**config.mk**
```make
export PLATFORM = sky130hd
export DESIGN_NAME = pdcc_pll_ctrl
export DESIGN_NICKNAME = d
export VERILOG_FILES = /design/src/inc/pdcc_pkg.sv /design/src/inc/pdcc_link_if.sv /design/src/rtl/pdcc_pll_ctrl.sv /design/src/rtl/pdcc_serial_rx.sv /design/src/rtl/pdcc_fb_divider.sv
export SDC_FILE = /design/constraint.sdc
export NUM_CORES = 1
export LEC_CHECK = 0
export ABC_CLOCK_PERIOD_IN_PS = 10160
export BUFFER_PORTS_ARGS = -buffer_cell sky130_fd_sc_hd__buf_2
export CAP_MARGIN = 40
export CORE_MARGIN = 4
export CORE_UTILIZATION = 50
export DETAILED_ROUTE_END_ITERATION = 6
export GPL_TIMING_DRIVEN = 0
export PLACE_DENSITY_LB_ADDON = 0.15
export SETUP_SLACK_MARGIN = 0.5
export SKIP_LAST_GASP = 1
export SYNTH_ARGS = -nofsm -noshare
export SYNTH_HDL_FRONTEND = slang
export SYNTH_SLANG_ARGS = --single-unit
export TNS_END_PERCENT = 20
```
**constraint.sdc**
```tcl
create_clock -name clk_in -period 10.16 [get_ports clk_in]
set_input_delay 1.524 -clock clk_in [delete_from_list [all_inputs] [get_ports clk_in]]
set_output_delay 1.524 -clock clk_in [all_outputs]
set_load 0.01 [all_outputs]
```
**src/inc/pdcc_pkg.sv**
```systemverilog
// Purpose: Shared constants for the synthesizer divider and calibration control
// Assumes: 40 MHz system clock, 32-bit serial programming words
// Notes: Field positions are the LSB of each field inside a programming word
package pdcc_pkg;
   // Word layout and addressing
   localparam int WORD_W = 32;
   localparam int ADDR_W = 4;
   localparam logic [3:0] ADDR_SETUP = 4'h0;
   localparam logic [3:0] ADDR_CALIB = 4'h1;
   localparam logic [3:0] ADDR_COUNTER = 4'h2;
   // Counter setup word fields
   localparam int CN_LOCK_LOAD = 29;
   localparam int CN_TMUX_LSB = 25;
   localparam int CN_B_LSB = 12;
   localparam int CN_A_LSB = 6;
   localparam int CN_PSC_LSB = 4;
   localparam int B_W = 13;
   localparam int A_W = 6;
   localparam int R_W = 14;
   // Device setup word fields
   localparam int SU_FULL_CAL = 31;
   localparam int SU_PUMP_TEST = 30;
   localparam int SU_PUMP_HIGHZ = 29;
   localparam int SU_POL = 28;
   localparam int SU_ANTIBACKLASH_WIDTH_LSB = 26;
   localparam int SU_INPUT_DIVIDER_VALUE_LSB = 12;
   localparam int SU_BUF_OFF = 11;
   localparam int SU_BUF_SRC = 10;
   localparam int SU_OMODE_LSB = 8;
   localparam int SU_ICP_LSB = 5;
   localparam int SU_RESET = 4;
   // Positive polarity, divide-by-one reference, everything else off
   localparam logic [31:0] SETUP_RESET = 32'h1000_1000;
   // Calibration word fields
   localparam int CL_START = 31;
   localparam int CL_TGT_LSB = 18;
   localparam int CL_FRAC_LSB = 11;
   localparam int CL_INT_LSB = 4;
   // Test output selections
   typedef enum logic [3:0] {
      TM_HIGHZ = 4'h0, TM_DLOCK = 4'h1, TM_NDIV = 4'h2, TM_HIGH = 4'h3,
      TM_INPUT_DIVIDER_VALUE = 4'h4, TM_ALOCK = 4'h5, TM_READBACK = 4'h6, TM_GND = 4'h7
   } pdcc_tmux_t;
   // Loop control states
   typedef enum logic [1:0] {
      ST_IDLE = 2'b00, ST_CAL = 2'b01, ST_WAIT_LOCK = 2'b10, ST_LOCKED = 2'b11
   } pdcc_state_t;
   // Timing
   localparam int CLK_HZ = 40000000;
   localparam int CAL_TIME_MS = 5;
   localparam int CAL_CYCLES = CAL_TIME_MS * (CLK_HZ / 1000);
   localparam logic [2:0] LOCK_REFS = 3'h4;
   // Low modulus of the dual-modulus prescaler: 8, 16, 32 or 64
   function automatic logic [6:0] psc_low_mod(input logic [1:0] sel);
      psc_low_mod = 7'h08 << sel;
   endfunction
endpackage

```
**src/inc/pdcc_link_if.sv**
```systemverilog
// Purpose: Internal carrier between serial receiver, core and feedback divider
// Assumes: All signals on clk_in
// Notes: word_stb is a one-cycle pulse, fb_tick likewise
`timescale 1ns/100ps
`default_nettype none
interface pdcc_link_if;
   logic [31:0] word;
   logic word_stb;
   logic [12:0] b_val;
   logic [5:0] a_val;
   logic [1:0] psc_sel;
   logic fb_tick;
   modport rx (output word, output word_stb);
   modport core (input word, input word_stb, output b_val, output a_val,
      output psc_sel, input fb_tick);
   modport fbdiv (input b_val, input a_val, input psc_sel, output fb_tick);
endinterface
`default_nettype wire

```
**src/rtl/pdcc_pll_ctrl.sv**
```systemverilog
// Purpose: Digital control of an integer-N synthesizer
// Assumes: All pins synchronous to clk_in; oscillator and reference arrive as levels
// Notes: Calibration engine itself is analog; this block only times and gates it
// Overview of operation
// - Address 0010 writes counter setup word
// - Bits 24..12 set B, 3 to 8191
// - Bits 11..6 set A, 0 to 63
// - Bits 5..4 pick prescaler 8/9 to 64/65
// - Prescaler clocks A and B counters
// - Lock-load bit transfers dividers, self-clears on lock
// - Bits 28..25 select test output source
// - Fourteen-bit reference divider, 1 to 16383
// - Phase detector compares both dividers, drives pump
// - Address 0000 writes device setup word
// - Setup defaults: positive polarity, reference divider 1, all else zero
// - Setup bits 9..8 choose output division
// - Calibration word holds reference integer and hundredths
// - Calibration bits 30..18 hold target MHz
// - Start bit runs 5ms calibration, refuses calibration and counter writes
// - Reset bit clears stored calibration data
// - 32-bit words, LSB first, serial clock rising
// - Strobe rising edge copies word to register
`timescale 1ns/100ps
`default_nettype none
module pdcc_pll_ctrl #(
   parameter int CAL_CYCLES = pdcc_pkg::CAL_CYCLES
) (
   // Clock and reset
   input wire logic clk_in,
   input wire logic nrst_in,
   // Serial programming port
   input wire logic ser_clk_in,
   input wire logic ser_data_in,
   input wire logic ser_load_in,
   // Chip pins
   input wire logic chip_en_in,
   input wire logic outbuf_en_in,
   // Divider inputs
   input wire logic ref_in,
   input wire logic presc_in,
   // Phase detector and pump
   output logic pump_up_out,
   output logic pump_dn_out,
   output logic pump_oe_out,
   output logic [2:0] pump_current_out,
   output logic [1:0] antibacklash_width_out,
   // Output buffer
   output logic [1:0] out_div_sel_out,
   output logic buffer_on_out,
   // Status and test
   output logic lock_detect_out,
   output logic test_out_out,
   output logic test_oe_out,
   output logic cal_busy_out,
   output logic [12:0] vco_target_mhz_out
);
   pdcc_link_if link();
   logic [31:0] setup;
   logic [31:0] calib;
   logic [31:0] counter;
   logic [13:0] input_divider_value_work;
   logic [13:0] input_divider_value_cnt;
   logic ref_q;
   logic presc_q;
   logic ref_tick;
   logic cal_valid;
   logic first_load;
   logic [31:0] cal_cnt;
   logic [1:0] fb_seen;
   logic [2:0] good_run;
   logic up_q;
   logic dn_q;
   pdcc_pkg::pdcc_state_t state;
   pdcc_pkg::pdcc_state_t next_state;

   ////////////////////////////////////////////////////////////////////////
   // Word decode
   wire [3:0] addr = link.word[3:0];
   wire wr_setup = link.word_stb && addr == pdcc_pkg::ADDR_SETUP;
   wire cal_busy = state == pdcc_pkg::ST_CAL;
   // Calibration and counter words bounce while calibrating
   wire wr_calib = link.word_stb && addr == pdcc_pkg::ADDR_CALIB && !cal_busy;
   wire wr_counter = link.word_stb && addr == pdcc_pkg::ADDR_COUNTER && !cal_busy;
   wire soft_rst = wr_setup && link.word[pdcc_pkg::SU_RESET];
   wire cal_start = wr_calib && link.word[pdcc_pkg::CL_START];
   wire cal_end = cal_busy && cal_cnt == CAL_CYCLES - 1;
   // First word after calibration loads directly, later ones need lock-load
   wire load_work = wr_counter && (first_load || link.word[pdcc_pkg::CN_LOCK_LOAD]);
   wire locked = state == pdcc_pkg::ST_LOCKED;
   wire ref_edge = chip_en_in && ref_in && !ref_q;
   wire presc_edge = chip_en_in && presc_in && !presc_q;
   wire [13:0] input_divider_value_eff = (input_divider_value_work == 14'h0000) ? 14'h0001 : input_divider_value_work;
   wire [3:0] tmux = counter[pdcc_pkg::CN_TMUX_LSB +: 4];

   ////////////////////////////////////////////////////////////////////////
   pdcc_serial_rx u_rx (
      .clk_in(clk_in),
      .nrst_in(nrst_in),
      .ser_clk_in(ser_clk_in),
      .ser_data_in(ser_data_in),
      .ser_load_in(ser_load_in),
      .link(link)
   );

   pdcc_fb_divider u_fb (
      .clk_in(clk_in),
      .nrst_in(nrst_in),
      .presc_edge_in(presc_edge),
      .link(link)
   );

   ////////////////////////////////////////////////////////////////////////
   // Device setup word; reset bit restores defaults
   always_ff @(posedge clk_in or negedge nrst_in) begin
      if (!nrst_in) begin
         setup <= pdcc_pkg::SETUP_RESET;
      end else if (soft_rst) begin
         setup <= pdcc_pkg::SETUP_RESET;
      end else if (wr_setup) begin
         setup <= link.word;
      end
   end

   // Calibration word; start bit self-clears at the end of the run
   always_ff @(posedge clk_in or negedge nrst_in) begin
      if (!nrst_in) begin
         calib <= 32'h0000_0000;
      end else if (soft_rst) begin
         calib <= 32'h0000_0000;
      end else if (wr_calib) begin
         calib <= link.word;
      end else if (cal_end) begin
         calib[pdcc_pkg::CL_START] <= 1'b0;
      end
   end

   // Counter word; lock-load self-clears once locked
   always_ff @(posedge clk_in or negedge nrst_in) begin
      if (!nrst_in) begin
         counter <= 32'h0000_0000;
      end else if (soft_rst) begin
         counter <= 32'h0000_0000;
      end else if (wr_counter) begin
         counter <= link.word;
      end else if (locked) begin
         counter[pdcc_pkg::CN_LOCK_LOAD] <= 1'b0;
      end
   end

   // Working dividers, held until a load is allowed
   always_ff @(posedge clk_in or negedge nrst_in) begin
      if (!nrst_in) begin
         link.b_val <= 13'h0003;
         link.a_val <= 6'h00;
         link.psc_sel <= 2'h0;
         input_divider_value_work <= 14'h0001;
      end else if (load_work) begin
         link.b_val <= link.word[pdcc_pkg::CN_B_LSB +: pdcc_pkg::B_W];
         link.a_val <= link.word[pdcc_pkg::CN_A_LSB +: pdcc_pkg::A_W];
         link.psc_sel <= link.word[pdcc_pkg::CN_PSC_LSB +: 2];
         input_divider_value_work <= setup[pdcc_pkg::SU_INPUT_DIVIDER_VALUE_LSB +: pdcc_pkg::R_W];
      end
   end

   // Calibration bookkeeping; stored data dropped by soft reset
   always_ff @(posedge clk_in or negedge nrst_in) begin
      if (!nrst_in) begin
         cal_valid <= 1'b0;
         first_load <= 1'b1;
         cal_cnt <= 32'h0000_0000;
      end else begin
         cal_cnt <= cal_busy ? cal_cnt + 32'h0000_0001 : 32'h0000_0000;
         if (soft_rst) begin
            cal_valid <= 1'b0;
            first_load <= 1'b1;
         end else if (cal_end) begin
            cal_valid <= 1'b1;
            first_load <= 1'b1;
         end else if (load_work) begin
            first_load <= 1'b0;
         end
      end
   end

   ////////////////////////////////////////////////////////////////////////
   // Loop control state
   always_comb begin
      next_state = state;
      case (state)
         pdcc_pkg::ST_IDLE: begin
            if (cal_start) next_state = pdcc_pkg::ST_CAL;
            else if (load_work) next_state = pdcc_pkg::ST_WAIT_LOCK;
         end
         pdcc_pkg::ST_CAL: begin
            if (cal_end) next_state = pdcc_pkg::ST_IDLE;
         end
         pdcc_pkg::ST_WAIT_LOCK: begin
            if (cal_start) next_state = pdcc_pkg::ST_CAL;
            else if (good_run == pdcc_pkg::LOCK_REFS) next_state = pdcc_pkg::ST_LOCKED;
         end
         pdcc_pkg::ST_LOCKED: begin
            if (cal_start) next_state = pdcc_pkg::ST_CAL;
            else if (load_work) next_state = pdcc_pkg::ST_WAIT_LOCK;
         end
         default: next_state = pdcc_pkg::ST_IDLE;
      endcase
      if (soft_rst) next_state = pdcc_pkg::ST_IDLE;
   end

   always_ff @(posedge clk_in or negedge nrst_in) begin
      if (!nrst_in) state <= pdcc_pkg::ST_IDLE;
      else state <= next_state;
   end

   ////////////////////////////////////////////////////////////////////////
   // Reference divider and edge history
   always_ff @(posedge clk_in or negedge nrst_in) begin
      if (!nrst_in) begin
         ref_q <= 1'b0;
         presc_q <= 1'b0;
         input_divider_value_cnt <= 14'h0000;
         ref_tick <= 1'b0;
      end else begin
         ref_q <= ref_in;
         presc_q <= presc_in;
         ref_tick <= ref_edge && input_divider_value_cnt >= input_divider_value_eff - 14'h0001;
         if (ref_edge) begin
            input_divider_value_cnt <= (input_divider_value_cnt >= input_divider_value_eff - 14'h0001) ? 14'h0000 : input_divider_value_cnt + 14'h0001;
         end
      end
   end

   // Lock check: exactly one feedback tick per reference period
   always_ff @(posedge clk_in or negedge nrst_in) begin
      if (!nrst_in) begin
         fb_seen <= 2'h0;
         good_run <= 3'h0;
      end else if (ref_tick) begin
         fb_seen <= link.fb_tick ? 2'h1 : 2'h0;
         if (state != pdcc_pkg::ST_WAIT_LOCK || fb_seen != 2'h1) good_run <= 3'h0;
         else if (good_run != pdcc_pkg::LOCK_REFS) good_run <= good_run + 3'h1;
      end else if (link.fb_tick && fb_seen != 2'h2) begin
         fb_seen <= fb_seen + 2'h1;
      end
   end

   // Phase detector: up on reference, down on feedback, both clear together
   always_ff @(posedge clk_in or negedge nrst_in) begin
      if (!nrst_in) begin
         up_q <= 1'b0;
         dn_q <= 1'b0;
      end else if ((up_q || ref_tick) && (dn_q || link.fb_tick)) begin
         up_q <= 1'b0;
         dn_q <= 1'b0;
      end else begin
         up_q <= up_q || ref_tick;
         dn_q <= dn_q || link.fb_tick;
      end
   end

   ////////////////////////////////////////////////////////////////////////
   // Pump drive: polarity swaps directions, test mode fires both together
   wire pol = setup[pdcc_pkg::SU_POL];
   wire ptest = setup[pdcc_pkg::SU_PUMP_TEST];
   assign pump_up_out = ptest ? (up_q | dn_q) : (pol ? up_q : dn_q);
   assign pump_dn_out = ptest ? (up_q | dn_q) : (pol ? dn_q : up_q);
   assign pump_oe_out = !setup[pdcc_pkg::SU_PUMP_HIGHZ];
   assign pump_current_out = setup[pdcc_pkg::SU_ICP_LSB +: 3];
   assign antibacklash_width_out = setup[pdcc_pkg::SU_ANTIBACKLASH_WIDTH_LSB +: 2];
   assign out_div_sel_out = setup[pdcc_pkg::SU_OMODE_LSB +: 2];
   // External pin wins when the buffer source bit is set
   assign buffer_on_out = setup[pdcc_pkg::SU_BUF_SRC] ? outbuf_en_in
                                                      : !setup[pdcc_pkg::SU_BUF_OFF];
   assign lock_detect_out = locked;
   assign cal_busy_out = cal_busy;
   assign vco_target_mhz_out = calib[pdcc_pkg::CL_TGT_LSB +: 13];

   // Test output mux, registered to keep it glitch free
   always_ff @(posedge clk_in or negedge nrst_in) begin
      if (!nrst_in) begin
         test_out_out <= 1'b0;
         test_oe_out <= 1'b0;
      end else begin
         test_oe_out <= tmux != pdcc_pkg::TM_HIGHZ;
         case (tmux)
            pdcc_pkg::TM_DLOCK: test_out_out <= locked;
            pdcc_pkg::TM_NDIV: test_out_out <= link.fb_tick;
            pdcc_pkg::TM_HIGH: test_out_out <= 1'b1;
            pdcc_pkg::TM_INPUT_DIVIDER_VALUE: test_out_out <= ref_tick;
            pdcc_pkg::TM_ALOCK: test_out_out <= locked;
            pdcc_pkg::TM_READBACK: test_out_out <= !cal_valid;
            default: test_out_out <= 1'b0;
         endcase
      end
   end
endmodule
`default_nettype wire

```
**src/rtl/pdcc_serial_rx.sv**
```systemverilog
// Purpose: Three-wire serial receiver, LSB first into a 32-bit shift register
// Assumes: Serial pins already synchronous to clk_in
// Notes: Word is presented on the rising edge of the load strobe
`timescale 1ns/100ps
`default_nettype none
module pdcc_serial_rx (
   // Clock and reset
   input wire logic clk_in,
   input wire logic nrst_in,
   // Serial pins
   input wire logic ser_clk_in,
   input wire logic ser_data_in,
   input wire logic ser_load_in,
   // Word to the core
   pdcc_link_if.rx link
);
   logic [31:0] shreg;
   logic sclk_q;
   logic load_q;
   wire sclk_rise = ser_clk_in & ~sclk_q;
   wire load_rise = ser_load_in & ~load_q;

   ////////////////////////////////////////////////////////////////////////
   // Edge history
   always_ff @(posedge clk_in or negedge nrst_in) begin
      if (!nrst_in) begin
         sclk_q <= 1'b0;
         load_q <= 1'b0;
      end else begin
         sclk_q <= ser_clk_in;
         load_q <= ser_load_in;
      end
   end

   // First bit ends up in bit 0 after 32 clocks
   always_ff @(posedge clk_in or negedge nrst_in) begin
      if (!nrst_in) begin
         shreg <= 32'h0000_0000;
      end else if (sclk_rise) begin
         shreg <= {ser_data_in, shreg[31:1]};
      end
   end

   // Strobe edge copies the word out, independent of the serial clock
   always_ff @(posedge clk_in or negedge nrst_in) begin
      if (!nrst_in) begin
         link.word <= 32'h0000_0000;
         link.word_stb <= 1'b0;
      end else begin
         link.word_stb <= load_rise;
         if (load_rise) begin
            link.word <= shreg;
         end
      end
   end
endmodule
`default_nettype wire

```
**src/rtl/pdcc_fb_divider.sv**
```systemverilog
// Purpose: Dual-modulus prescaler with A and B counters, the feedback divider
// Assumes: presc_edge_in is a one-cycle pulse per oscillator edge
// Notes: Oscillator edges must be far slower than clk_in in this digital model
`timescale 1ns/100ps
`default_nettype none
module pdcc_fb_divider (
   // Clock and reset
   input wire logic clk_in,
   input wire logic nrst_in,
   // Oscillator edge enable
   input wire logic presc_edge_in,
   // Divider settings and output tick
   pdcc_link_if.fbdiv link
);
   logic [6:0] psc_cnt;
   logic [12:0] cyc;
   wire [6:0] low_mod = pdcc_pkg::psc_low_mod(link.psc_sel);
   // Larger modulus for the first A prescaler cycles, smaller for the rest
   wire [6:0] cur_mod = ({7'h00, cyc} < {7'h00, link.a_val}) ? low_mod + 7'h01 : low_mod;
   wire psc_wrap = presc_edge_in && psc_cnt == cur_mod - 7'h01;
   wire cyc_wrap = psc_wrap && cyc >= link.b_val - 13'h0001;

   ////////////////////////////////////////////////////////////////////////
   // Prescaler, then B counter clocked by the prescaler output
   always_ff @(posedge clk_in or negedge nrst_in) begin
      if (!nrst_in) begin
         psc_cnt <= 7'h00;
         cyc <= 13'h0000;
         link.fb_tick <= 1'b0;
      end else begin
         link.fb_tick <= cyc_wrap;
         if (presc_edge_in) begin
            psc_cnt <= psc_wrap ? 7'h00 : psc_cnt + 7'h01;
         end
         if (psc_wrap) begin
            cyc <= cyc_wrap ? 13'h0000 : cyc + 13'h0001;
         end
      end
   end
endmodule
`default_nettype wire

```
Word level (Yosys, flattened, before mapping):

Cells that the tools add are included.

* bits in registers: 276
* output and inout port bits: 28

* add/subtract/negate cells: 10
* order comparisons: 3
* equality and inequality tests: 21
* shifts and indexed selects: 1
* multiplexer cells: 37
* bitwise logic cells: 5
* reduce and logical (&&, ||, !) cells: 43

Operators by type and width (count)
* two-way mux 31 bit: 4
* two-way mux 29 bit: 2
* adder 32 x 1 -> 32 bit (second input constant): 1
* equality test 32 x 18 -> 1 bit (second input constant): 1
* two-way mux 32 bit: 1
* two-way mux 14 bit: 2
* logical AND 1 bit: 18
* two-way mux 2 bit: 8
* adder 14 x 1 -> 14 bit (second input constant): 1
* adder 7 x 1 -> 7 bit (second input constant): 2
* greater-or-equal comparator 14 bit: 1
* zero test 14 bit: 1
* two-way mux 7 bit: 2
* subtractor 14 x 1 -> 14 bit (second input constant): 1
* adder 13 x 1 -> 13 bit (second input constant): 1
* greater-or-equal comparator 13 bit: 1
* less-than comparator 13 x 6 -> 1 bit: 1
* two-way mux 1 bit: 13
* two-way mux 13 bit: 1
* subtractor 13 x 1 -> 13 bit (second input constant): 1
* equality test 4 x 2 -> 1 bit (second input constant): 3
* equality test 4 x 3 -> 1 bit (second input constant): 3
* nonzero test 2 bit: 6
* equality test 4 x 1 -> 1 bit (second input constant): 2
* 29 further kinds: 43

Depth between registers and ports, before layout:

* word-level depth: 8
* depth in mapped cells: 18
* gate-level depth less buffers: 17

By module:

From an unflattened synthesis, not the netlist that was laid out.

* cells, all modules: 1036
* area total of the unflattened synthesis: 11518.5 um^2

By module, submodules not included
* pdcc_pll_ctrl: instances 1, cells an instance 675, area an instance 6876.6 um^2, seq. area each 3510.9 um^2
* pdcc_serial_rx: instances 1, cells an instance 141, area an instance 2762.6 um^2, seq. area each 1676.6 um^2
* pdcc_fb_divider: instances 1, cells an instance 220, area an instance 1879.3 um^2, seq. area each 525.5 um^2

Least setup slack after synthesis:

Ideal clock, no wire load.

* kind: register to register
* start point: register input_divider_value_work[3]
* end point: register input_divider_value_cnt[6]
* arrival time: 3.521 ns
* required time: 10.078 ns
* slack: 6.557 ns
* stages on the path, launching flop included: 18
* clock period less this slack: 3.603 ns
* cells stage by stage: dfrtp_1 or4_4 nor4_2 nand2b_1 nor4_2 a21oi_1 ha_1 nand2b_1 nor2_1 xnor2_1 ha_1 nor2b_1 o21ai_0 nand3_1 a211oi_1 clkbuf_1 nand2_1 o22ai_1

* longest elaborated chain between the ends: 5

Ends and longest elaborated chain
* start, declared: line pdcc_pll_ctrl.sv:61 `logic [13:0] input_divider_value_work;`
* start signal, assigned: line pdcc_pll_ctrl.sv:161 `input_divider_value_work <= setup[pdcc_pkg::SU_INPUT_DIVIDER_VALUE_LSB +: pdcc_pkg::R_W];`
* zero test 14 bit: line pdcc_pll_ctrl.sv:92 `wire [13:0] input_divider_value_eff = (input_divider_value_work == 14'h0000) ? 14'h0001 : input_divider_value_ ...`
* two-way mux 14 bit (*): line pdcc_pll_ctrl.sv:92
* subtractor 14 x 1 -> 14 bit (*): line pdcc_pll_ctrl.sv:228 `input_divider_value_cnt <= (input_divider_value_cnt >= input_divider_value_eff - 14'h0001) ? 14'h0000 : input_ ...`
* greater-or-equal comparator 14 bit (*): line pdcc_pll_ctrl.sv:228
* two-way mux 14 bit (*): line pdcc_pll_ctrl.sv:228
* end signal, assigned: line pdcc_pll_ctrl.sv:228
* end, declared: line pdcc_pll_ctrl.sv:62 `logic [13:0] input_divider_value_cnt;`

Every way passes the cells marked *; elsewhere a longest branch is shown, timed or not.
A chain may end at the register's enable or synchronous reset.

Final worst setup path:

Ends and elaborated chain as after synthesis.

==> key figures <==
CTS
  – Clock Tree Root: clkbuf_16
  – Postcts setup bufs: 0
  – Htree depth: 1
  – Number of CTS-inserted buffers: 25
  – Max clock buf depth: 3
  – Skew-Pair Late Insertion Delay: 0.53 ns
  – Total clock sinks: 228
  – Gates resized, CTS repair: 0
  – CTS tree: built
  – Clock transition at path regs: 0.06 ns
  – Hold-fix buffers, CTS: 0

Floorplan
  – Die Y: 156.4 µm
  – # rows: 54
  – Die W: 156.4 µm
  – Initial Utilization: 50.63%
  – Die ar.: 24470 µm²
  – Area of the core: 21760 µm²
  – # IOs: 37

STA
  – Worst rel slew slack: 45.64%
  – Final setup viols: 0
  – Fmax: 236.6 MHz
  – Pins Over Slew Limit: 0
  – RSZ-0062 raised after global routing: no
  – Measured slew at the worst slew-check pin: 0.8124 ns
  – Fin Clk Skew: 0.01837 ns
  – Fin crit period: 4.227 ns
  – Final worst-path cycle share: 41.60%
  – Setup total negative slack: 0 ns
  – Final WS setup: 5.933 ns
  – Final hold vios: 0

Power
  – Sequential fraction of design power: 51.4%
  – Max IR drop VDD: 0.0001652 V
  – Combinational Power Share: 8.0%
  – Clock power frac: 40.6%
  – P_sw: 0.0005250 W
  – Internal power: 0.001587 W
  – Power Dens Cells: 170.5 nW/µm²
  – Leak: 5.963 nW
  – Sw Ratio: 24.86%

Worst setup path
  – CP required: 10.60 ns
  – Setup crit end kind: flip-flop
  – CP startpoint kind: flip-flop
  – Critical path fanouts, max: 10
  – Setup CP Type: flip-flop to flip-flop
  – Critical path arrival: 4.66 ns

Placed design
  – Post-placement cell count: 1342
  – Pre-CTS WS: 5.877 ns
  – I/O Buffers: 36
  – Placer Congestion: 0.8076
  – Hpwl dp: 15560 µm

Final layout
  – Share of cells above drive strength 1: 17.89%
  – Cell Count, Final, Fillers Out: 1387
  – Final core occ: 56.93%
  – Area growth syn-to-layout: 12.44%
  – Filler cell count in the final layout: 1893
  – Most frequent cells in the layout: dfrtp_1 (222), nand2_1 (103), nor2_1 (92)
  – Commonest non-fill, non-tap cell in the layout: dfrtp_1
  – Nets: 1144
  – ANT cells: 0

Hold path
  – Tightest Hold Check Type: flip-flop to flip-flop

GRT
  – First-pass GRT wire length: 37560 µm
  – Gr usage total: 18.52%
  – Initial antenna violation count: 0
  – Largest net degree at the start of global routing: 94
  – Total gr overflow: 0
  – Vias in the first global route: 7426

Yosys
  – Synth Instances: 1024
  – Sequential area share after synthesis: 51.86%
  – Main synth FF type: dfrtp_1
  – Library cells used by synthesis: 57
  – Post-Synthesis Cell Area: 11020 µm²
  – Syn nets: 1079
  – Register bit total from synthesis: 228
  – Mapped Avg Cell Area: 10.76 µm²
  – YS warnings: 0
  – Ys async rst share: 100.0%
  – Post-synth EDFFs: 0

Status
  – Run status: complete, no violations

Detailed routing
  – Initial DRC count: 322
  – Drt drc: 0
  – Number of routed nets with antenna violations: 0
  – DR pass1 iterations: 5
  – Via density: 5.376
  – Detailed Route WL: 21780 µm
  – DR WL/cell: 15.71 µm
  – DR vias: 7456

Run
  – Max Cap Viol: 0
==> layout make-up <==
class                           count  area, µm²  area share [%]
Buffer                             41      188.9           1.525
Clock buffer                       37      690.7           5.576
Clock inverter                      8      83.83          0.6768
Inverter                           34      127.6           1.030
Multi-Input combinational cell    721       4986           40.26
Sequential cell                   228       5713           46.13
Tap cell                          280      350.3           2.829
Timing Repair Buffer               38      245.2           1.980
==> final timing paths <==
| check | startpoint | end | slack, ns | cells past startpoint |
|---|---|---|---|---|
| max in group asynchronous | nrst_in | u_rx.shreg[17] | 8.10 | 3 |
| worst max register to register | input_divider_value_work[3] | input_divider_value_cnt[6] | 5.93 | 17 |
| min in group asynchronous | nrst_in | cal_cnt[10] | 0.89 | 1 |
| worst min-delay path | setup[12] | setup[12] | 0.45 | 2 |
| worst max-delay path | input_divider_value_work[3] | input_divider_value_cnt[6] | 5.93 | 17 |
| worst min register to register | setup[12] | setup[12] | 0.45 | 2 |
==> worst max-delay path, stage by stage, from the launching register on <==
cell      delay (ns)
dfrtp_1         0.43
or4_4           0.59
nor4_2          0.19
nand2b_1        0.15
nor4_2          0.23
a21oi_1         0.15
ha_1            0.23
nand2b_1        0.19
nor2_1          0.08
xnor2_1         0.13
ha_1            0.28
nor2b_1         0.12
o21ai_0         0.17
nand3_1         0.10
a211oi_1        0.39
clkbuf_1        0.39
nand2_1         0.13
o22ai_1         0.20
==> power by group through the flow <==
stage / sequential (W) / combinational [W] / clock, W
after floorplan: 0.00106 / 0.000124 / 0
after global placement: 0.00110 / 0.000165 / 0
after detailed placement: 0.00110 / 0.000171 / 0
after CTS: 0.00108 / 0.000173 / 0.000880
after global routing: 0.00110 / 0.000195 / 0.000923
final: 0.00109 / 0.000168 / 0.000858
==> flip-flops by register name, indices dropped and copies added, names as in the netlist, 2 cells and up <==
register	cells
cal_cnt	32
calib	13
counter	4
fb_seen	2
good_run	3
input_divider_value_cnt	14
input_divider_value_work	14
link.a_val	6
link.b_val	13
link.psc_sel	2
setup	26
state	2
u_fb.cyc	13
u_fb.psc_cnt	7
u_rx.link.word	32
u_rx.shreg	32
==> synth_stat cells, types with 6 or more instances <==
| cell type | number | share of area (%) |
|---|---|---|
| dfrtp_1 | 222 | 50 |
| nand2_1 | 103 | 3.5 |
| nor2_1 | 92 | 3.1 |
| mux2_2 | 91 | 9.3 |
| ha_1 | 46 | 5.2 |
| o21ai_0 | 42 | 1.9 |
| nand3_1 | 38 | 1.7 |
| inv_1 | 34 | 1.2 |
| xnor2_1 | 32 | 2.5 |
| xor2_1 | 32 | 2.5 |
| a21oi_1 | 30 | 1.4 |
| nand3b_1 | 26 | 1.8 |
| clkbuf_1 | 23 | 0.78 |
| mux2i_1 | 22 | 2.0 |
| nand4_1 | 19 | 1.1 |
| nor3_1 | 18 | 0.82 |
| and3_1 | 13 | 0.74 |
| nand2b_1 | 12 | 0.68 |
| nor2b_1 | 11 | 0.62 |
| nor4_1 | 11 | 0.62 |
| o21ai_1 | 11 | 0.50 |
| and2_1 | 10 | 0.57 |
| buf_2 | 7 | 0.32 |
| buf_4 | 7 | 0.48 |
| and4_1 | 6 | 0.48 |
| dfstp_2 | 6 | 1.4 |
| o31ai_1 | 6 | 0.41 |
==> metal layers <==
layer	global-route usage (%)	part of all wire, %
met2	30.74	48
met1	26.01	48
met4	4.587	2.2
met5	0	0
met3	2.461	2.5
==> logic make-up (layout without fill, tap and decap cells) <==
family | count (synthesis) | after routing | share of synthesized area, %
adder cells (fa/ha/maj) | 46 | 46 | 5.225
XOR/XNOR | 64 | 64 | 5.089
multiplexers | 114 | 114 | 11.44
flip-flops | 228 | 228 | 51.86
AO/OA/AOI/OAI | 117 | 117 | 6.202
buffers and inverters | 75 | 158 | 2.874
AND/OR/NAND/NOR | 380 | 380 | 17.31
==> stage by stage <==
| stage | cell area, µm² | total power, W | hold WS [ns] |
|---|---|---|---|
| after floorplan | 11020 | 0.001187 | 0.4139 |
| after global placement | 11550 | 0.001262 | 0.4457 |
| after detailed placement | 11610 | 0.001271 | 0.4467 |
| after CTS | 12390 | 0.002137 | 0.4560 |
| after global routing | 12390 | 0.002216 | 0.4656 |
| final | 12390 | 0.002112 | 0.4512 |
Note: power is estimated with default switching activity, not from simulation.
